`src/slr_map.vh`:
```
`ifndef SLR_MAP_VH
`define SLR_MAP_VH
// ************************************************************
// frame characters
// ************************************************************
`define SLR_CH_ACK     8'he5
`define SLR_CH_FIX     8'h10
`define SLR_CH_VAR     8'h68
`define SLR_CH_END     8'h16
`define SLR_OWN_ADDR   8'h01
`define SLR_ACD_BIT    5
// ************************************************************
// function codes, master to slave
// ************************************************************
`define SLR_FC_RESET   4'h0
`define SLR_FC_UDATA   4'h3
`define SLR_FC_STATUS  4'h9
`define SLR_FC_CLASS1  4'ha
`define SLR_FC_CLASS2  4'hb
// ************************************************************
// function codes, slave to master
// ************************************************************
`define SLR_RC_ACK     4'h0
`define SLR_RC_NACK    4'h1
`define SLR_RC_DATA    4'h8
`define SLR_RC_NODATA  4'h9
`define SLR_RC_STATUS  4'hb
// ************************************************************
// baud selection and character layout
// ************************************************************
`define SLR_BAUD_300   300
`define SLR_BAUD_600   600
`define SLR_BAUD_1200  1200
`define SLR_BAUD_2400  2400
`define SLR_BAUD_4800  4800
`define SLR_BAUD_9600  9600
`define SLR_CHAR_BITS  4'ha
`define SLR_TX_BITS    4'hb
`define SLR_FIX_LEN    8'h05
`define SLR_VAR_HDR    8'h08
`define SLR_LEN_CA     8'h02
`endif

```
`src/slr_responder.v`:
```
// How it works
// the bit period is picked from six rates between 300 and 9600 baud, shared by both ends.
// every character is one start bit, eight data bits, an even parity bit and a stop bit.
// toward the modem only receive, transmit, carrier detect and request to send are used.
// with dial-up enabled, request to send is held asserted all the time.
// with dial-up enabled, carrier detect high opens the receiver to master requests.
// with dial-up disabled, carrier detect is ignored and request to send follows the option.
// function code 0 (reset of remote link) is answered with the single character E5.
// user data with confirm gets E5 or a fixed frame with code 0 (ack) or 1 (nack).
// a link status request (code 9) gets a fixed frame with code 11.
// code 10 asks for class 1 data and code 11 for class 2 data.
// a class request with both queues empty gets the single character E5.
// a class request whose own queue is empty gets a fixed frame with code 9.
// a class request with queued data gets a variable frame with code 8 and the data.
// the application is told of a request only after it arrived without error.
// class 1 is served from the high priority queue and class 2 from the low one.
// the own link address is 1 and only frames for it are answered.
// a frame with a parity, checksum or framing fault is dropped with no reply.
`timescale 1ns/10ps
`include "slr_map.vh"

module slr_responder #(
  parameter CLK_HZ = 250000000
)(
  input  wire        core_clk_in,
  input  wire        resetn_in,
  input  wire [2:0]  baud_sel_in,
  input  wire        dial_en_in,
  input  wire        hs_rts_in,
  input  wire        rxd_in,
  input  wire        dcd_in,
  output wire        txd_out,
  output wire        rts_out,
  output reg         req_ok_out,
  output reg  [3:0]  req_fc_out,
  input  wire        app_reply_valid_in,
  input  wire        app_reply_nack_in,
  input  wire        app_single_ack_in,
  input  wire        hi_q_avail_in,
  input  wire        lo_q_avail_in,
  input  wire [7:0]  hi_q_len_in,
  input  wire [7:0]  lo_q_len_in,
  input  wire [7:0]  user_data_in,
  output wire        user_rd_out,
  output wire        user_hi_out,
  output wire        busy_out
);

  // ************************************************************
  // bit period
  // ************************************************************
  // full-width quotients, cut to the counter width where they are used
  localparam [31:0] DIV_300  = CLK_HZ / `SLR_BAUD_300;
  localparam [31:0] DIV_600  = CLK_HZ / `SLR_BAUD_600;
  localparam [31:0] DIV_1200 = CLK_HZ / `SLR_BAUD_1200;
  localparam [31:0] DIV_2400 = CLK_HZ / `SLR_BAUD_2400;
  localparam [31:0] DIV_4800 = CLK_HZ / `SLR_BAUD_4800;
  localparam [31:0] DIV_9600 = CLK_HZ / `SLR_BAUD_9600;

  reg [19:0] bit_div;
  // rate selection, unknown codes fall back to the fastest rate
  always @*
  begin
    case (baud_sel_in)
      3'h0:    bit_div = DIV_300[19:0];
      3'h1:    bit_div = DIV_600[19:0];
      3'h2:    bit_div = DIV_1200[19:0];
      3'h3:    bit_div = DIV_2400[19:0];
      3'h4:    bit_div = DIV_4800[19:0];
      default: bit_div = DIV_9600[19:0];
    endcase
  end

  // ************************************************************
  // modem lines
  // ************************************************************
  // dial-up keeps rts up; R6: otherwise the handshake option drives it
  assign rts_out = dial_en_in | hs_rts_in;
  // carrier gates the receiver only in dial-up operation
  wire link_ok = ~dial_en_in | dcd_in;

  // ************************************************************
  // character receiver
  // ************************************************************
  reg        rx_busy_ff;
  reg [19:0] rx_cnt_ff;
  reg [3:0]  rx_bit_ff;
  reg [9:0]  rx_sh_ff;
  reg        rx_done_ff;
  reg        rx_err_ff;
  reg [7:0]  rx_byte_ff;

  // sampled mid-bit; parity and stop checked on the last bit
  always @(posedge core_clk_in or negedge resetn_in)
  begin
    if (!resetn_in)
    begin
      rx_busy_ff <= 1'b0;
      rx_cnt_ff  <= 20'h00000;
      rx_bit_ff  <= 4'h0;
      rx_sh_ff   <= 10'h000;
      rx_done_ff <= 1'b0;
      rx_err_ff  <= 1'b0;
      rx_byte_ff <= 8'h00;
    end
    else
    begin
      rx_done_ff <= 1'b0;
      if (!rx_busy_ff)
      begin
        if (!rxd_in)
        begin
          rx_busy_ff <= 1'b1;
          rx_cnt_ff  <= {1'b0, bit_div[19:1]};  // half a bit to the centre
          rx_bit_ff  <= 4'h0;
        end
      end
      else if (rx_cnt_ff != 20'h00000)
        rx_cnt_ff <= rx_cnt_ff - 20'h00001;
      else
      begin
        rx_cnt_ff <= bit_div - 20'h00001;
        if (rx_bit_ff == 4'h0 && rxd_in)
          rx_busy_ff <= 1'b0;                   // glitch, not a start bit
        else
        begin
          rx_sh_ff  <= {rxd_in, rx_sh_ff[9:1]};
          rx_bit_ff <= rx_bit_ff + 4'h1;
          if (rx_bit_ff == `SLR_CHAR_BITS)
          begin
            rx_busy_ff <= 1'b0;
            rx_done_ff <= 1'b1;
            rx_byte_ff <= rx_sh_ff[8:1];          // start sits in bit 0, parity in bit 9
            rx_err_ff  <= (^rx_sh_ff[9:1]) | ~rxd_in;
          end
        end
      end
    end
  end

  // ************************************************************
  // frame parser
  // ************************************************************
  localparam [3:0] P_IDLE = 4'h0, P_FC = 4'h1, P_FA = 4'h2, P_FCS = 4'h3, P_END = 4'h4;
  localparam [3:0] P_VL1 = 4'h5, P_VL2 = 4'h6, P_V68 = 4'h7, P_VC = 4'h8, P_VA = 4'h9;
  localparam [3:0] P_VD = 4'ha, P_VCS = 4'hb;

  reg [3:0] ps_ff;
  reg [7:0] sum_ff;
  reg [7:0] len_ff;
  reg [7:0] cnt_ff;
  reg [7:0] ctl_ff;
  reg [7:0] adr_ff;
  reg       frame_ok_ff;
  wire [7:0] b = rx_byte_ff;

  // any faulty character or mismatch returns to idle; a partial frame is simply lost
  always @(posedge core_clk_in or negedge resetn_in)
  begin
    if (!resetn_in)
    begin
      ps_ff       <= P_IDLE;
      sum_ff      <= 8'h00;
      len_ff      <= 8'h00;
      cnt_ff      <= 8'h00;
      ctl_ff      <= 8'h00;
      adr_ff      <= 8'h00;
      frame_ok_ff <= 1'b0;
    end
    else
    begin
      frame_ok_ff <= 1'b0;
      if (!link_ok)
        ps_ff <= P_IDLE;
      // parity or framing fault drops the frame
      else if (rx_done_ff && rx_err_ff)
        ps_ff <= P_IDLE;
      else if (rx_done_ff)
      begin
        case (ps_ff)
          P_IDLE:
          begin
            if (b == `SLR_CH_FIX)
              ps_ff <= P_FC;
            else if (b == `SLR_CH_VAR)
              ps_ff <= P_VL1;
          end
          P_FC:
          begin
            ctl_ff <= b;
            sum_ff <= b;
            ps_ff  <= P_FA;
          end
          P_FA:
          begin
            adr_ff <= b;
            sum_ff <= sum_ff + b;
            ps_ff  <= P_FCS;
          end
          P_FCS, P_VCS:
            // checksum fault drops the frame
            ps_ff <= (b == sum_ff) ? P_END : P_IDLE;
          P_END:
          begin
            ps_ff       <= P_IDLE;
            // only the own address gets through
            frame_ok_ff <= (b == `SLR_CH_END) && (adr_ff == `SLR_OWN_ADDR);
          end
          P_VL1:
          begin
            len_ff <= b;
            ps_ff  <= (b < `SLR_LEN_CA) ? P_IDLE : P_VL2;
          end
          P_VL2:
            ps_ff <= (b == len_ff) ? P_V68 : P_IDLE;
          P_V68:
            ps_ff <= (b == `SLR_CH_VAR) ? P_VC : P_IDLE;
          P_VC:
          begin
            ctl_ff <= b;
            sum_ff <= b;
            cnt_ff <= len_ff - `SLR_LEN_CA;
            ps_ff  <= P_VA;
          end
          P_VA:
          begin
            adr_ff <= b;
            sum_ff <= sum_ff + b;
            ps_ff  <= (cnt_ff == 8'h00) ? P_VCS : P_VD;
          end
          P_VD:
          begin
            sum_ff <= sum_ff + b;
            cnt_ff <= cnt_ff - 8'h01;
            if (cnt_ff == 8'h01)
              ps_ff <= P_VCS;
          end
          default:
            ps_ff <= P_IDLE;
        endcase
      end
    end
  end

  // ************************************************************
  // reply sequencer
  // ************************************************************
  localparam [1:0] R_IDLE = 2'h0, R_WAIT = 2'h1, R_SEND = 2'h2;
  localparam [1:0] K_SINGLE = 2'h0, K_FIXED = 2'h1, K_VAR = 2'h2;

  reg [1:0] rs_ff;
  reg [1:0] kind_ff;
  reg [3:0] rfc_ff;
  reg [7:0] dlen_ff;
  reg [7:0] idx_ff;
  reg [7:0] tsum_ff;
  reg       hi_ff;
  reg       tx_busy_ff;
  reg [7:0] tx_byte;
  reg       in_sum;
  reg       is_data;

  wire [3:0] fc       = ctl_ff[3:0];
  wire       cls_hi   = (fc == `SLR_FC_CLASS1);
  // class 1 reads the high priority queue, class 2 the low one
  wire       cls_av   = cls_hi ? hi_q_avail_in : lo_q_avail_in;
  wire [7:0] cls_len  = cls_hi ? hi_q_len_in : lo_q_len_in;
  wire [7:0] ctl_out  = {2'b00, hi_q_avail_in, 1'b0, rfc_ff};  // acd flags class 1 data
  wire [7:0] last_idx = (kind_ff == K_SINGLE) ? 8'h00 :
                        (kind_ff == K_FIXED) ? (`SLR_FIX_LEN - 8'h01) :
                        (dlen_ff + `SLR_VAR_HDR - 8'h01);
  wire       tx_load  = (rs_ff == R_SEND) && !tx_busy_ff;

  assign user_rd_out = tx_load && is_data;
  assign user_hi_out = hi_ff;
  assign busy_out    = (rs_ff != R_IDLE);

  // byte at the current position of the reply
  always @*
  begin
    tx_byte = `SLR_CH_ACK;
    in_sum  = 1'b0;
    is_data = 1'b0;
    if (kind_ff == K_FIXED)
    begin
      case (idx_ff)
        8'h00:   tx_byte = `SLR_CH_FIX;
        8'h01:   begin tx_byte = ctl_out; in_sum = 1'b1; end
        8'h02:   begin tx_byte = `SLR_OWN_ADDR; in_sum = 1'b1; end
        8'h03:   tx_byte = tsum_ff;
        default: tx_byte = `SLR_CH_END;
      endcase
    end
    else if (kind_ff == K_VAR)
    begin
      if (idx_ff == 8'h00 || idx_ff == 8'h03)
        tx_byte = `SLR_CH_VAR;
      else if (idx_ff == 8'h01 || idx_ff == 8'h02)
        tx_byte = dlen_ff + `SLR_LEN_CA;
      else if (idx_ff == 8'h04)
      begin
        tx_byte = ctl_out;
        in_sum  = 1'b1;
      end
      else if (idx_ff == 8'h05)
      begin
        tx_byte = `SLR_OWN_ADDR;
        in_sum  = 1'b1;
      end
      else if (idx_ff == last_idx)
        tx_byte = `SLR_CH_END;
      else if (idx_ff == last_idx - 8'h01)
        tx_byte = tsum_ff;
      else
      begin
        tx_byte = user_data_in;
        in_sum  = 1'b1;
        is_data = 1'b1;
      end
    end
  end

  // choose the reply for each good frame, then walk its bytes
  always @(posedge core_clk_in or negedge resetn_in)
  begin
    if (!resetn_in)
    begin
      rs_ff      <= R_IDLE;
      kind_ff    <= K_SINGLE;
      rfc_ff     <= 4'h0;
      dlen_ff    <= 8'h00;
      idx_ff     <= 8'h00;
      tsum_ff    <= 8'h00;
      hi_ff      <= 1'b0;
      req_ok_out <= 1'b0;
      req_fc_out <= 4'h0;
    end
    else
    begin
      req_ok_out <= 1'b0;
      case (rs_ff)
        R_IDLE:
        begin
          idx_ff  <= 8'h00;
          tsum_ff <= 8'h00;
          if (frame_ok_ff)
          begin
            // the application hears only of error-free frames
            req_ok_out <= 1'b1;
            req_fc_out <= fc;
            case (fc)
              // reset of remote link
              `SLR_FC_RESET:
              begin
                kind_ff <= K_SINGLE;
                rs_ff   <= R_SEND;
              end
              // the application supplies ack or nack
              `SLR_FC_UDATA:
                rs_ff <= R_WAIT;
              // status of link
              `SLR_FC_STATUS:
              begin
                kind_ff <= K_FIXED;
                rfc_ff  <= `SLR_RC_STATUS;
                rs_ff   <= R_SEND;
              end
              // class 1 and class 2 data requests
              `SLR_FC_CLASS1, `SLR_FC_CLASS2:
              begin
                hi_ff <= cls_hi;
                rs_ff <= R_SEND;
                // nothing in either queue
                if (!hi_q_avail_in && !lo_q_avail_in)
                  kind_ff <= K_SINGLE;
                // requested queue empty
                else if (!cls_av || cls_len == 8'h00)
                begin
                  kind_ff <= K_FIXED;
                  rfc_ff  <= `SLR_RC_NODATA;
                end
                // user data frame
                else
                begin
                  kind_ff <= K_VAR;
                  rfc_ff  <= `SLR_RC_DATA;
                  dlen_ff <= cls_len;
                end
              end
              default:
                rs_ff <= R_IDLE;  // unsupported codes get no answer
            endcase
          end
        end
        R_WAIT:
          // single ack or fixed frame with code 0 or 1
          if (app_reply_valid_in)
          begin
            rs_ff   <= R_SEND;
            kind_ff <= (app_single_ack_in && !app_reply_nack_in) ? K_SINGLE : K_FIXED;
            rfc_ff  <= app_reply_nack_in ? `SLR_RC_NACK : `SLR_RC_ACK;
          end
        R_SEND:
          if (tx_load)
          begin
            if (in_sum)
              tsum_ff <= tsum_ff + tx_byte;
            idx_ff <= idx_ff + 8'h01;
            if (idx_ff == last_idx)
              rs_ff <= R_IDLE;
          end
        default:
          rs_ff <= R_IDLE;
      endcase
    end
  end

  // ************************************************************
  // character transmitter
  // ************************************************************
  reg [19:0] tx_cnt_ff;
  reg [3:0]  tx_bit_ff;
  reg [10:0] tx_sh_ff;

  // only the transmit line leaves here besides rts
  assign txd_out = tx_sh_ff[0];

  // stop, even parity, data lsb first, start
  always @(posedge core_clk_in or negedge resetn_in)
  begin
    if (!resetn_in)
    begin
      tx_busy_ff <= 1'b0;
      tx_cnt_ff  <= 20'h00000;
      tx_bit_ff  <= 4'h0;
      tx_sh_ff   <= 11'h7ff;
    end
    else if (tx_load)
    begin
      tx_busy_ff <= 1'b1;
      tx_cnt_ff  <= bit_div - 20'h00001;
      tx_bit_ff  <= 4'h0;
      tx_sh_ff   <= {1'b1, ^tx_byte, tx_byte, 1'b0};
    end
    else if (tx_busy_ff)
    begin
      if (tx_cnt_ff != 20'h00000)
        tx_cnt_ff <= tx_cnt_ff - 20'h00001;
      else
      begin
        tx_cnt_ff <= bit_div - 20'h00001;
        tx_sh_ff  <= {1'b1, tx_sh_ff[10:1]};
        tx_bit_ff <= tx_bit_ff + 4'h1;
        if (tx_bit_ff == `SLR_TX_BITS - 4'h1)
          tx_busy_ff <= 1'b0;
      end
    end
  end

endmodule // slr_responder

```
`config.mk`:
```
export PLATFORM = sky130hd
export DESIGN_NAME = slr_responder
export DESIGN_NICKNAME = d
export VERILOG_FILES = /design/src/slr_responder.v
export VERILOG_INCLUDE_DIRS = /design/src
export SDC_FILE = /design/constraint.sdc
export NUM_CORES = 1
export LEC_CHECK = 0
export BUFFER_PORTS_ARGS = -buffer_cell sky130_fd_sc_hd__buf_2
export CELL_PAD_IN_SITES_DETAIL_PLACEMENT = 0
export CELL_PAD_IN_SITES_GLOBAL_PLACEMENT = 2
export CORE_ASPECT_RATIO = 0.9
export CORE_MARGIN = 10
export CORE_UTILIZATION = 39
export DETAILED_ROUTE_END_ITERATION = 12
export GPL_TIMING_DRIVEN = 0
export HOLD_SLACK_MARGIN = 0.02
export PLACE_DENSITY_LB_ADDON = 0.1
export SETUP_SLACK_MARGIN = 0.02
export SYNTH_ARGS = -nofsm -noshare
export SYNTH_HDL_FRONTEND = slang
export SYNTH_SLANG_ARGS = --single-unit
export TNS_END_PERCENT = 100
```
`constraint.sdc`:
```
create_clock -name core_clk_in -period 5.25 [get_ports core_clk_in]
set_input_delay 0.525 -clock core_clk_in [delete_from_list [all_inputs] [get_ports core_clk_in]]
set_output_delay 0.525 -clock core_clk_in [all_outputs]
set_load 0.02 [all_outputs]
```
## Word-level counts from Yosys, hierarchy flattened

Cells that the tools add are included.
Widths: inputs -> output; s select.

| cells by class | value |
|---|---|
| add/subtract/negate cells | 14 |
| order comparisons | 1 |
| equality and inequality tests | 54 |
| multiplexer cells | 103 |
| bitwise logic cells | 10 |
| reductions and logical operators | 59 |

Operators by type and width:

| kind | number |
|---|---|
| $mux 20 | 6 |
| $mux 8 | 14 |
| $pmux 20 s5 | 1 |
| $mux 4 | 17 |
| $pmux 8 s2 | 4 |
| $sub 20x1->20 const B | 3 |
| $pmux 4 s10 | 1 |
| $reduce_bool 20->1 | 2 |
| $mux 1 | 39 |
| $eq 4x4->1 const B | 9 |
| $mux 11 | 3 |
| $eq 8x8->1 | 4 |
| $pmux 8 s4 | 1 |
| $reduce_and 4->1 | 8 |
| $eq 8x1->1 const B | 3 |
| $logic_not 8->1 | 3 |
| $sub 8x1->8 const B | 3 |
| $add 8x8->8 | 2 |
| $eq 4x3->1 const B | 4 |
| $eq 8x2->1 const B | 2 |
| $eq 8x3->1 const B | 2 |
| $eq 8x5->1 const B | 2 |
| $mux 2 | 8 |
| $pmux 4 s2 | 2 |
| other kinds (41) | 98 |

| word-level totals | value |
|---|---|
| register bits | 160 |
| bits of input ports | 38 |
| output and inout port bits | 10 |
| logic and storage cells | 268 |

## Logic depth before layout (Yosys ltp)

Gate-level depths: netlist (run 1).

| logic depth | value |
|---|---|
| word-level depth | 18 |
| mapped depth | 24 |

## Least setup slack after synthesis (run 1)

Ideal clock, no wire load.

| timing path | value |
|---|---|
| path type | reg-to-reg |
| from | reg dlen_ff[0] |
| to | reg tsum_ff[7] |
| setup time | 0.079 ns |
| arrival time | 4.667 ns |
| path slack | 0.504 ns |
| cell stages (with the launch flop) | 25 |
| clock period less this slack | 4.746 ns |
| cell sequence | dfrtp_1 -> inv_1 -> ha_1 -> inv_1 -> nand2_1 -> ha_1 -> inv_1 -> or3_4 -> o311ai_2 -> a31oi_1 -> nor4_2 -> buf_6 -> mux2i_1 -> nand2_1 -> a221oi_1 -> a211oi_1 -> ha_1 -> a21o_1 -> a21o_1 -> a21oi_1 -> o21bai_1 -> a21oi_1 -> xnor2_1 -> or2_2 -> mux2i_1 |

| on the way | value |
|---|---|
| cells in the longest elaborated chain, start to end | 18 |

RTL lines:

| item | RTL line | source |
|---|---|---|
| from (decl) | slr_responder.v:254 | `reg [7:0] dlen_ff;` |
| from (signal assigned) | slr_responder.v:387 | `dlen_ff <= cls_len;` |
| $add 8x4->8 (no source line) | - |  |
| $sub 8x1->8 | slr_responder.v:271 | `` (dlen_ff + `SLR_VAR_HDR - 8'h01); `` |
| $mux 8 | slr_responder.v:270 | `` (kind_ff == K_FIXED) ? (`SLR_FIX_LEN - 8'h01) : `` |
| $mux 8 | slr_responder.v:269 | `wire [7:0] last_idx = (kind_ff == K_SINGLE) ? 8'h00 :` |
| $sub 8x1->8 | slr_responder.v:312 | `else if (idx_ff == last_idx - 8'h01)` |
| $eq 8x8->1 | slr_responder.v:312 |  |
| $mux 8 | slr_responder.v:312 |  |
| $mux 8 | slr_responder.v:310 | `else if (idx_ff == last_idx)` |
| [2 not listed] | - |  |
| $mux 8 | slr_responder.v:298 | `else if (idx_ff == 8'h01 \|\| idx_ff == 8'h02)` |
| $mux 8 | slr_responder.v:296 | `if (idx_ff == 8'h00 \|\| idx_ff == 8'h03)` |
| $mux 8 | slr_responder.v:294 | `else if (kind_ff == K_VAR)` |
| $mux 8 | slr_responder.v:284 | `if (kind_ff == K_FIXED)` |
| $add 8x8->8 | slr_responder.v:407 | `tsum_ff <= tsum_ff + tx_byte;` |
| $mux 8 | slr_responder.v:406 | `if (in_sum)` |
| $mux 8 | slr_responder.v:404 | `if (tx_load)` |
| $pmux 8 s2 | slr_responder.v:341 | `case (rs_ff)` |
| to (signal assigned) | slr_responder.v:407 |  |
| to (decl) | slr_responder.v:256 | `reg [7:0] tsum_ff;` |

Parallel ways exist; a longest one is shown, timed or not. The select of a mux whose other input is x is not followed.
A chain may end at the register's enable or synchronous reset.

## Worst setup path after layout (run 1)

| timing path | value |
|---|---|
| from | reg dlen_ff[1] |
| to | reg tsum_ff[7] |

The elaborated chain is that of the path after synthesis.

==> summary.txt, run 1 <==
Global-route wire length before repair - 50,180 µm
Total CTS buffers - 17
CTS root buf - clkbuf_16
Initial antenna violation count - 0
Clk buf depth - 2
Inserted Diodes - 0
Starting Density - 39.85%
Setup crit end kind - flip-flop
Final Instance Area - 11,900 µm²
Number of setup violations in the final report - 0
Worst-Margin Slew - 1191 ps
Remaining antenna violation count - 0
DR WL met2 - 13,400 µm
Max cap viols - 0
Die width - 192.7 µm
Num ports - 48
Worst path top cell family by delay - compound AO/OA/AOI/OAI gates
Fin. Hold Viols - 0
Final Skew - 15.44 ps
WP buf/inv - 2
Placed cell area - 11,180 µm²
Post-DR vias/cell - 5.584
FF-to-FF Start - dlen_ff[1]
Critical path class - flip-flop to flip-flop
Post-synth net total - 1,301
#FFs+latches synth - 157
Number of synthesized flops with an enable pin - 0
PortBufs - 47
Met1 WL - 16,070 µm
Gr usage total - 18.38%
Mapped cell area - 10,470 µm²
Worst endpoint required time - 5610 ps
RSZ-0062 raised after global routing - no
Top cells by area, synth - dfrtp_1 35%, o21ai_0 5.6%, nand2_1 5.3%, ha_1 4.3%, nor2_1 3.7%
Top FF cell, synth - dfrtp_1
Placement Rows - 56
Routability congestion estimate - 0.8456
Leak Pwr - 0.005244 µW
Die Ht - 175.5 µm
Net Sw Power - 877.6 µW
Power per Cell Area - 252.7 nW/µm²
Clock Pin Slew Worst Setup and Hold Paths - 70 ps
VDD IR-drop max - 0.2242 mV
Synth warnings - 0
Top layer in use - met4
Sequential-to-total area share from yosys stat - 37.64%
Clk sinks - 157
Syn_area_per_cell - 8.548 µm²
Slew headroom - 20.60%
Internal power - 2130 µW
Area share of the largest cell type after synthesis - 35.13%
WL per Instance - 18.52 µm
Crit-path max FO - 6
Vias - 9,281
Outcome - completed
Post-synth top area cell - dfrtp_1
Initial DRC count - 599
Ys async rst share - 100.0%
Total grt overflow - 0
Largest net degree at the start of global routing - 96
Clock power share - 42.0%
Core Util, Final - 45.30%
Post-route DRC - 0
Startpoint types - flip-flop
CTS tree - done
Gate power share - 13.2%
WL final - 30,770 µm
Max Fclk - 202.1 MHz
HPWL after DPL - 22,440 µm
Final min period - 4948 ps
Sequential group share of total power - 44.8%
Critical path's largest stage delay - 510 ps
Sw Share - 29.18%
Most frequent cells after synthesis - 147 x dfrtp_1, 147 x nand2_1, 117 x o21ai_0
CTS HTree Levels - 4
Met3 Routed Length - 1052 µm
Number of global-route vias before repair - 8,967
Final Net Count - 1,377
Final period util - 94.25%
Distinct cells, synth - 80
Mapped Cells - 1,225
Max Slew Vio Count - 0
CP Cell Sequence - inv_2, ha_1, a21boi_4, or4_4, and3_1, o41a_1, nor4_4, buf_6, mux2i_1, nand2_1, a221oi_2, a211oi_2, ha_1, a21o_1, a21o_1, a21oi_2, o21bai_1, a21oi_2, xnor2_1, or2_2, mux2i_1
Slowest-stage cell, CP - or4_4
Total Die Area - 33,810 µm²
Layout cell share with drive strength beyond 1 - 12.79%
CP Launch Point - dlen_ff[1]
Arrival time at the worst endpoint - 5310 ps
Area Overhead vs Synth - 13.68%
Core outline area - 26,280 µm²
Worst Hold Class - primary input to async pin
Worst skew pair latency - 440 ps
First-pass DRT Iterations - 5
-- placed cells by master, fill, tap and decap left out, types with 7 or more instances in the layout --
cell       instances
nand4_1           16
nor2_1           102
and2_1             7
a21oi_1           73
nand3_1           32
o211ai_1          16
nor3_1            32
clkbuf_16         17
a22oi_1           10
inv_1             44
mux2i_1           28
nand2b_1          20
xor2_1            32
ha_1              35
o21a_1             7
buf_2             49
a21o_1            10
a22o_1            11
xnor2_1           39
mux2_2            34
o21ai_0          117
nand2_1          147
dfrtp_1          144
nor2b_1           18
o31ai_1            9
clkbuf_1          58
a31oi_1           19
nor4_1            20
and3_1            13
buf_4             10
or4_1              8
dfstp_2           10
-- worst paths after layout --
kind | end | slack [ps] | depth (start not counted)
setup / recovery | tsum_ff[7] | 300 | 21
hold / removal | rx_sh_ff[7] | 30 | 1
setup reg to reg | tsum_ff[7] | 300 | 21
hold reg to reg | tx_sh_ff[0] | 460 | 2
max in group asynchronous | dlen_ff[1] | 4340 | 2
min in group core_clk_in | rs_ff[0] | 410 | 3
-- stage by stage --
step / power [µW] / instances / setup WS [ps] / hold WS [ps] / setup TNS, ps
5_1_grt: 3147 / 1662 / 17.55 / 61.96 / 0
2_1_floorplan: 1619 / 1225 / 503.7 / 229.4 / 0
6_report: 3008 / 1662 / 301.9 / 33.59 / 0
3_5_place_dp: 1751 / 1621 / -509.1 / 456.9 / -646.9
4_1_cts: 3026 / 1655 / 33.31 / 42.98 / 0
3_3_place_gp: 1743 / 1620 / -456.2 / 452.4 / -583.7
-- worst register-to-register path, delay by kind of cell, from the launching register on --
kind                       cells  cell delay [ps]
AOI/OAI and AO/OA              9             1810
and+or+nand+nor                5             1450
adders and majority gates      2              560
DFF                            1              410
muxes                          2              300
buffers and inverters          2              260
xor gates and xnor gates       1               80
-- final cells by class --
class / count / area, µm²
Tap cell: 348 / 435.4
Buffer: 67 / 264.0
Timing Repair Buffer: 58 / 347.8
Clock buffer: 19 / 452.9
Fill cell: 2638 / 14370
Sequential cell: 157 / 3945
Clock inverter: 13 / 128.9
Inverter: 46 / 172.7
Multi-Input combinational cell: 954 / 6157
-- sequential cells by signal, summed over array words and instances (netlist names), 4 cells and up --
register,cells
rx_cnt_ff,20
tx_cnt_ff,20
tx_sh_ff,10
rx_sh_ff,9
adr_ff,8
b,8
cnt_ff,8
dlen_ff,8
idx_ff,8
len_ff,8
sum_ff,8
tsum_ff,8
ctl_ff,4
ps_ff,4
req_fc_out,4
rx_bit_ff,4
tx_bit_ff,4
-- kinds of logic after synthesis --
kind of cell	share of synthesized area, %
compound gates	19.15
xor+xnor	6.381
fa+ha+maj	4.684
buf+inv	4.194
flops	37.64
mux	6.572
simple gates	21.38
-- timing repair --
item / in CTS / in global routing
setup buffers: 3 / 7
endpoints found under the hold margin: 0 / 0
gates resized for setup: 6 / 10
pin swaps: 1 / 3
hold buffers: 0 / 0
endpoints found under the setup margin: 3 / 2
-- routing by layer --
layer,vias to the layer above,global-route usage [%]
met3,20,2.891
li1,4552,-
met5,-,0
met2,151,27.22
met1,4558,27.31
met4,0,3.906
-- power groups by stage --
stage                     clock network (µW)  logic [µW]  registers (µW)
after global placement                     0         375            1370
after global routing                    1340         450            1360
after floorplan                            0         269            1350
final                                   1260         398            1350
after CTS                               1290         386            1350
after detailed placement                   0         381            1370
No activity file was read; power rests on OpenSTA's default activity.
==> inputs of run 2 (changes only) <==
- CORE_UTILIZATION: 39 -> 42
- clock period: 5.25 -> 5.94 ns (I/O delays scaled with it)
==> run 2 against run 1 <==
  * Design area down 0.80%
  * Sequential share of layout area up 0.24 points
  * Hold slack better by 55 ps
  * Register-to-register slack better by 150 ps
  * Flip-flop and latch count unchanged
  * Largest cell class unchanged
==> summary.txt, run 2 (synthesis results as in run 1) <==
Die width - 186.4 µm (-3.3%)
Number of global-route vias before repair - 9,231 (+2.9%)
Final period util - 92.32% (-1.9 points)
First-pass DRT Iterations - 5 (unchanged)
VDD IR-drop max - 0.1692 mV (-25%)
Max Slew Vio Count - 0 (unchanged)
WL final - 30,630 µm (-0.48%)
PortBufs - 47 (unchanged)
Critical path class - flip-flop to flip-flop
Largest net degree at the start of global routing - 87 (-9.4%)
Starting Density - 42.93% (+3.1 points)
Inserted Diodes - 0 (unchanged)
CTS tree - done
Worst skew pair latency - 440 ps (about the same)
Worst-Margin Slew - 1199 ps (+7.908 ps)
Outcome - completed
Area Overhead vs Synth - 12.77%
Num ports - 48 (unchanged)
Gr usage total - 19.53% (+1.2 points)
Core outline area - 24,390 µm² (-7.2%)
CTS HTree Levels - 4 (unchanged)
Final Skew - 13.41 ps (-2.034 ps)
Crit-path max FO - 10 (+4)
Clk sinks - 157 (unchanged)
Fin. Hold Viols - 0 (unchanged)
Slew headroom - 19.34% (-1.3 points)
Worst endpoint required time - 6300 ps (+690 ps)
Total Die Area - 31,660 µm² (-6.4%)
Total grt overflow - 0 (unchanged)
Global-route wire length before repair - 50,560 µm (+0.76%)
Arrival time at the worst endpoint - 5840 ps (+530 ps)
Placement Rows - 54 (-3.6%)
Post-DR vias/cell - 5.656 (+1.3%)
Startpoint types - flip-flop
Post-Place Cells - 1,609 (-0.74%)
Clock Pin Slew Worst Setup and Hold Paths - 70 ps (about the same)
Vias - 9,276 (-0.054%)
Die Ht - 169.8 µm (-3.2%)
CTS root buf - clkbuf_16
Initial antenna violation count - 0 (unchanged)
Layout cell share with drive strength beyond 1 - 11.04% (-1.7 points)
Setup crit end kind - flip-flop
Fin cells - 1,640 (-1.3%)
Leak Pwr - 0.005214 µW (-0.57%)
Initial DRC count - 717 (+20%)
Remaining antenna violation count - 0 (unchanged)
Clk buf depth - 2 (unchanged)
Routability congestion estimate - 0.8525 (+0.82%)
Final min period - 5484 ps (+535.7 ps)
Final Net Count - 1,367 (-0.73%)
Post-CTS Resized - 0 (-6)
Post-route DRC - 0 (unchanged)
Setup Buffers After CTS - 0 (-3)
Total CTS buffers - 17 (unchanged)
Top flop regs - rx_cnt_ff: 20 flops, tx_cnt_ff: 20 flops, tx_sh_ff: 10 flops
Max cap viols - 0 (unchanged)
Core Util, Final - 48.41% (+3.1 points)
Number of setup violations in the final report - 0 (unchanged)
Power per Cell Area - 233.1 nW/µm² (-7.8%)
WL per Instance - 18.67 µm (+0.86%)
Most frequent cells in the layout - 147 x nand2_1, 147 x dfrtp_1, 117 x o21ai_0
HPWL after DPL - 22,380 µm (-0.28%)
Hold buffers post-CTS - 0 (unchanged)
RSZ-0062 raised after global routing - no
Final setup TNS - 0 ps (unchanged)
Worst Hold Class - primary input to async pin
Max Fclk - 182.4 MHz (-9.8%)
[run 2: cell count changes in the layout (fill, tap and decap cells not counted), moves of 2 or more]
cell        previous run  this run
a21oi_1               73        75
a21oi_2                2         0
buf_4                 10         0
bufinv_16              1         4
clkbuf_8               2         0
clkinvlp_4             3         1
dfrtp_1              144       147
dfrtp_2                3         0
[run 2: layout make-up]
cell class,instances,area [µm²]
inverters,46,172.7
fillers,2380,12580
multi-input cells,954,6105
flip-flops and latches,157,3941
plain buffers,67,262.8
clock buffers,18,429.2
well taps,336,420.4
repair buffers,48,272.8
clock inverters,14,205.2
[run 2: worst max-delay path, stage by stage, from the launching register on]
cell and delay [ps]:
dfrtp_1 560, inv_1 170, ha_1 380, inv_1 70, nand2_1 70, ha_1 140, inv_1 60, or3_4 410
o311ai_2 280, a31oi_1 180, nor4_4 410, buf_6 210, mux2i_1 190, nand2_1 80, a221oi_1 360, a211oi_2 120
ha_1 350, a21o_1 190, a21o_1 180, a21oi_1 230, o21bai_1 90, a21oi_1 170, xnor2_1 90, or2_2 270
mux2i_1 120
[run 2: per-stage QoR]
stage / area, µm² / total power (µW) / setup WS (ps) / hold slack, ps
floorplan: 10470 / 1431 / 1194 / 298.4
global placement: 11130 / 1540 / 339.3 / 456.1
detailed placement: 11160 / 1550 / 322.3 / 459.9
CTS: 11800 / 2774 / 310.0 / 132.1
global route: 11810 / 2877 / 83.85 / 126.8
finish: 11810 / 2752 / 456.2 / 88.68
[run 2: final timing paths]
path	startpoint	to	slack, ps	cells after the start
max	dlen_ff[0]	tsum_ff[7]	460	24
min	resetn_in	req_fc_out[0]	90	1
max reg2reg	dlen_ff[0]	tsum_ff[7]	460	24
min reg2reg	tx_sh_ff[1]	tx_sh_ff[0]	460	2
max in group asynchronous	resetn_in	tx_sh_ff[7]	4960	2
min in group core_clk_in	app_reply_valid_in	rs_ff[0]	460	3
[run 2: power by group]
| part | internal (µW) | switching (µW) |
|---|---|---|
| Sequential | 1120 | 68.6 |
| Clock | 715 | 502 |
| Combinational | 141 | 201 |
[run 2: per-layer routing]
metal  GRT usage [%]  up-vias  wire, µm
li1                -     4534         -
met1           28.49     4522     15770
met2           29.60      198     13360
met3           2.958       22      1211
met4           4.626        0       282
met5               0        -         0
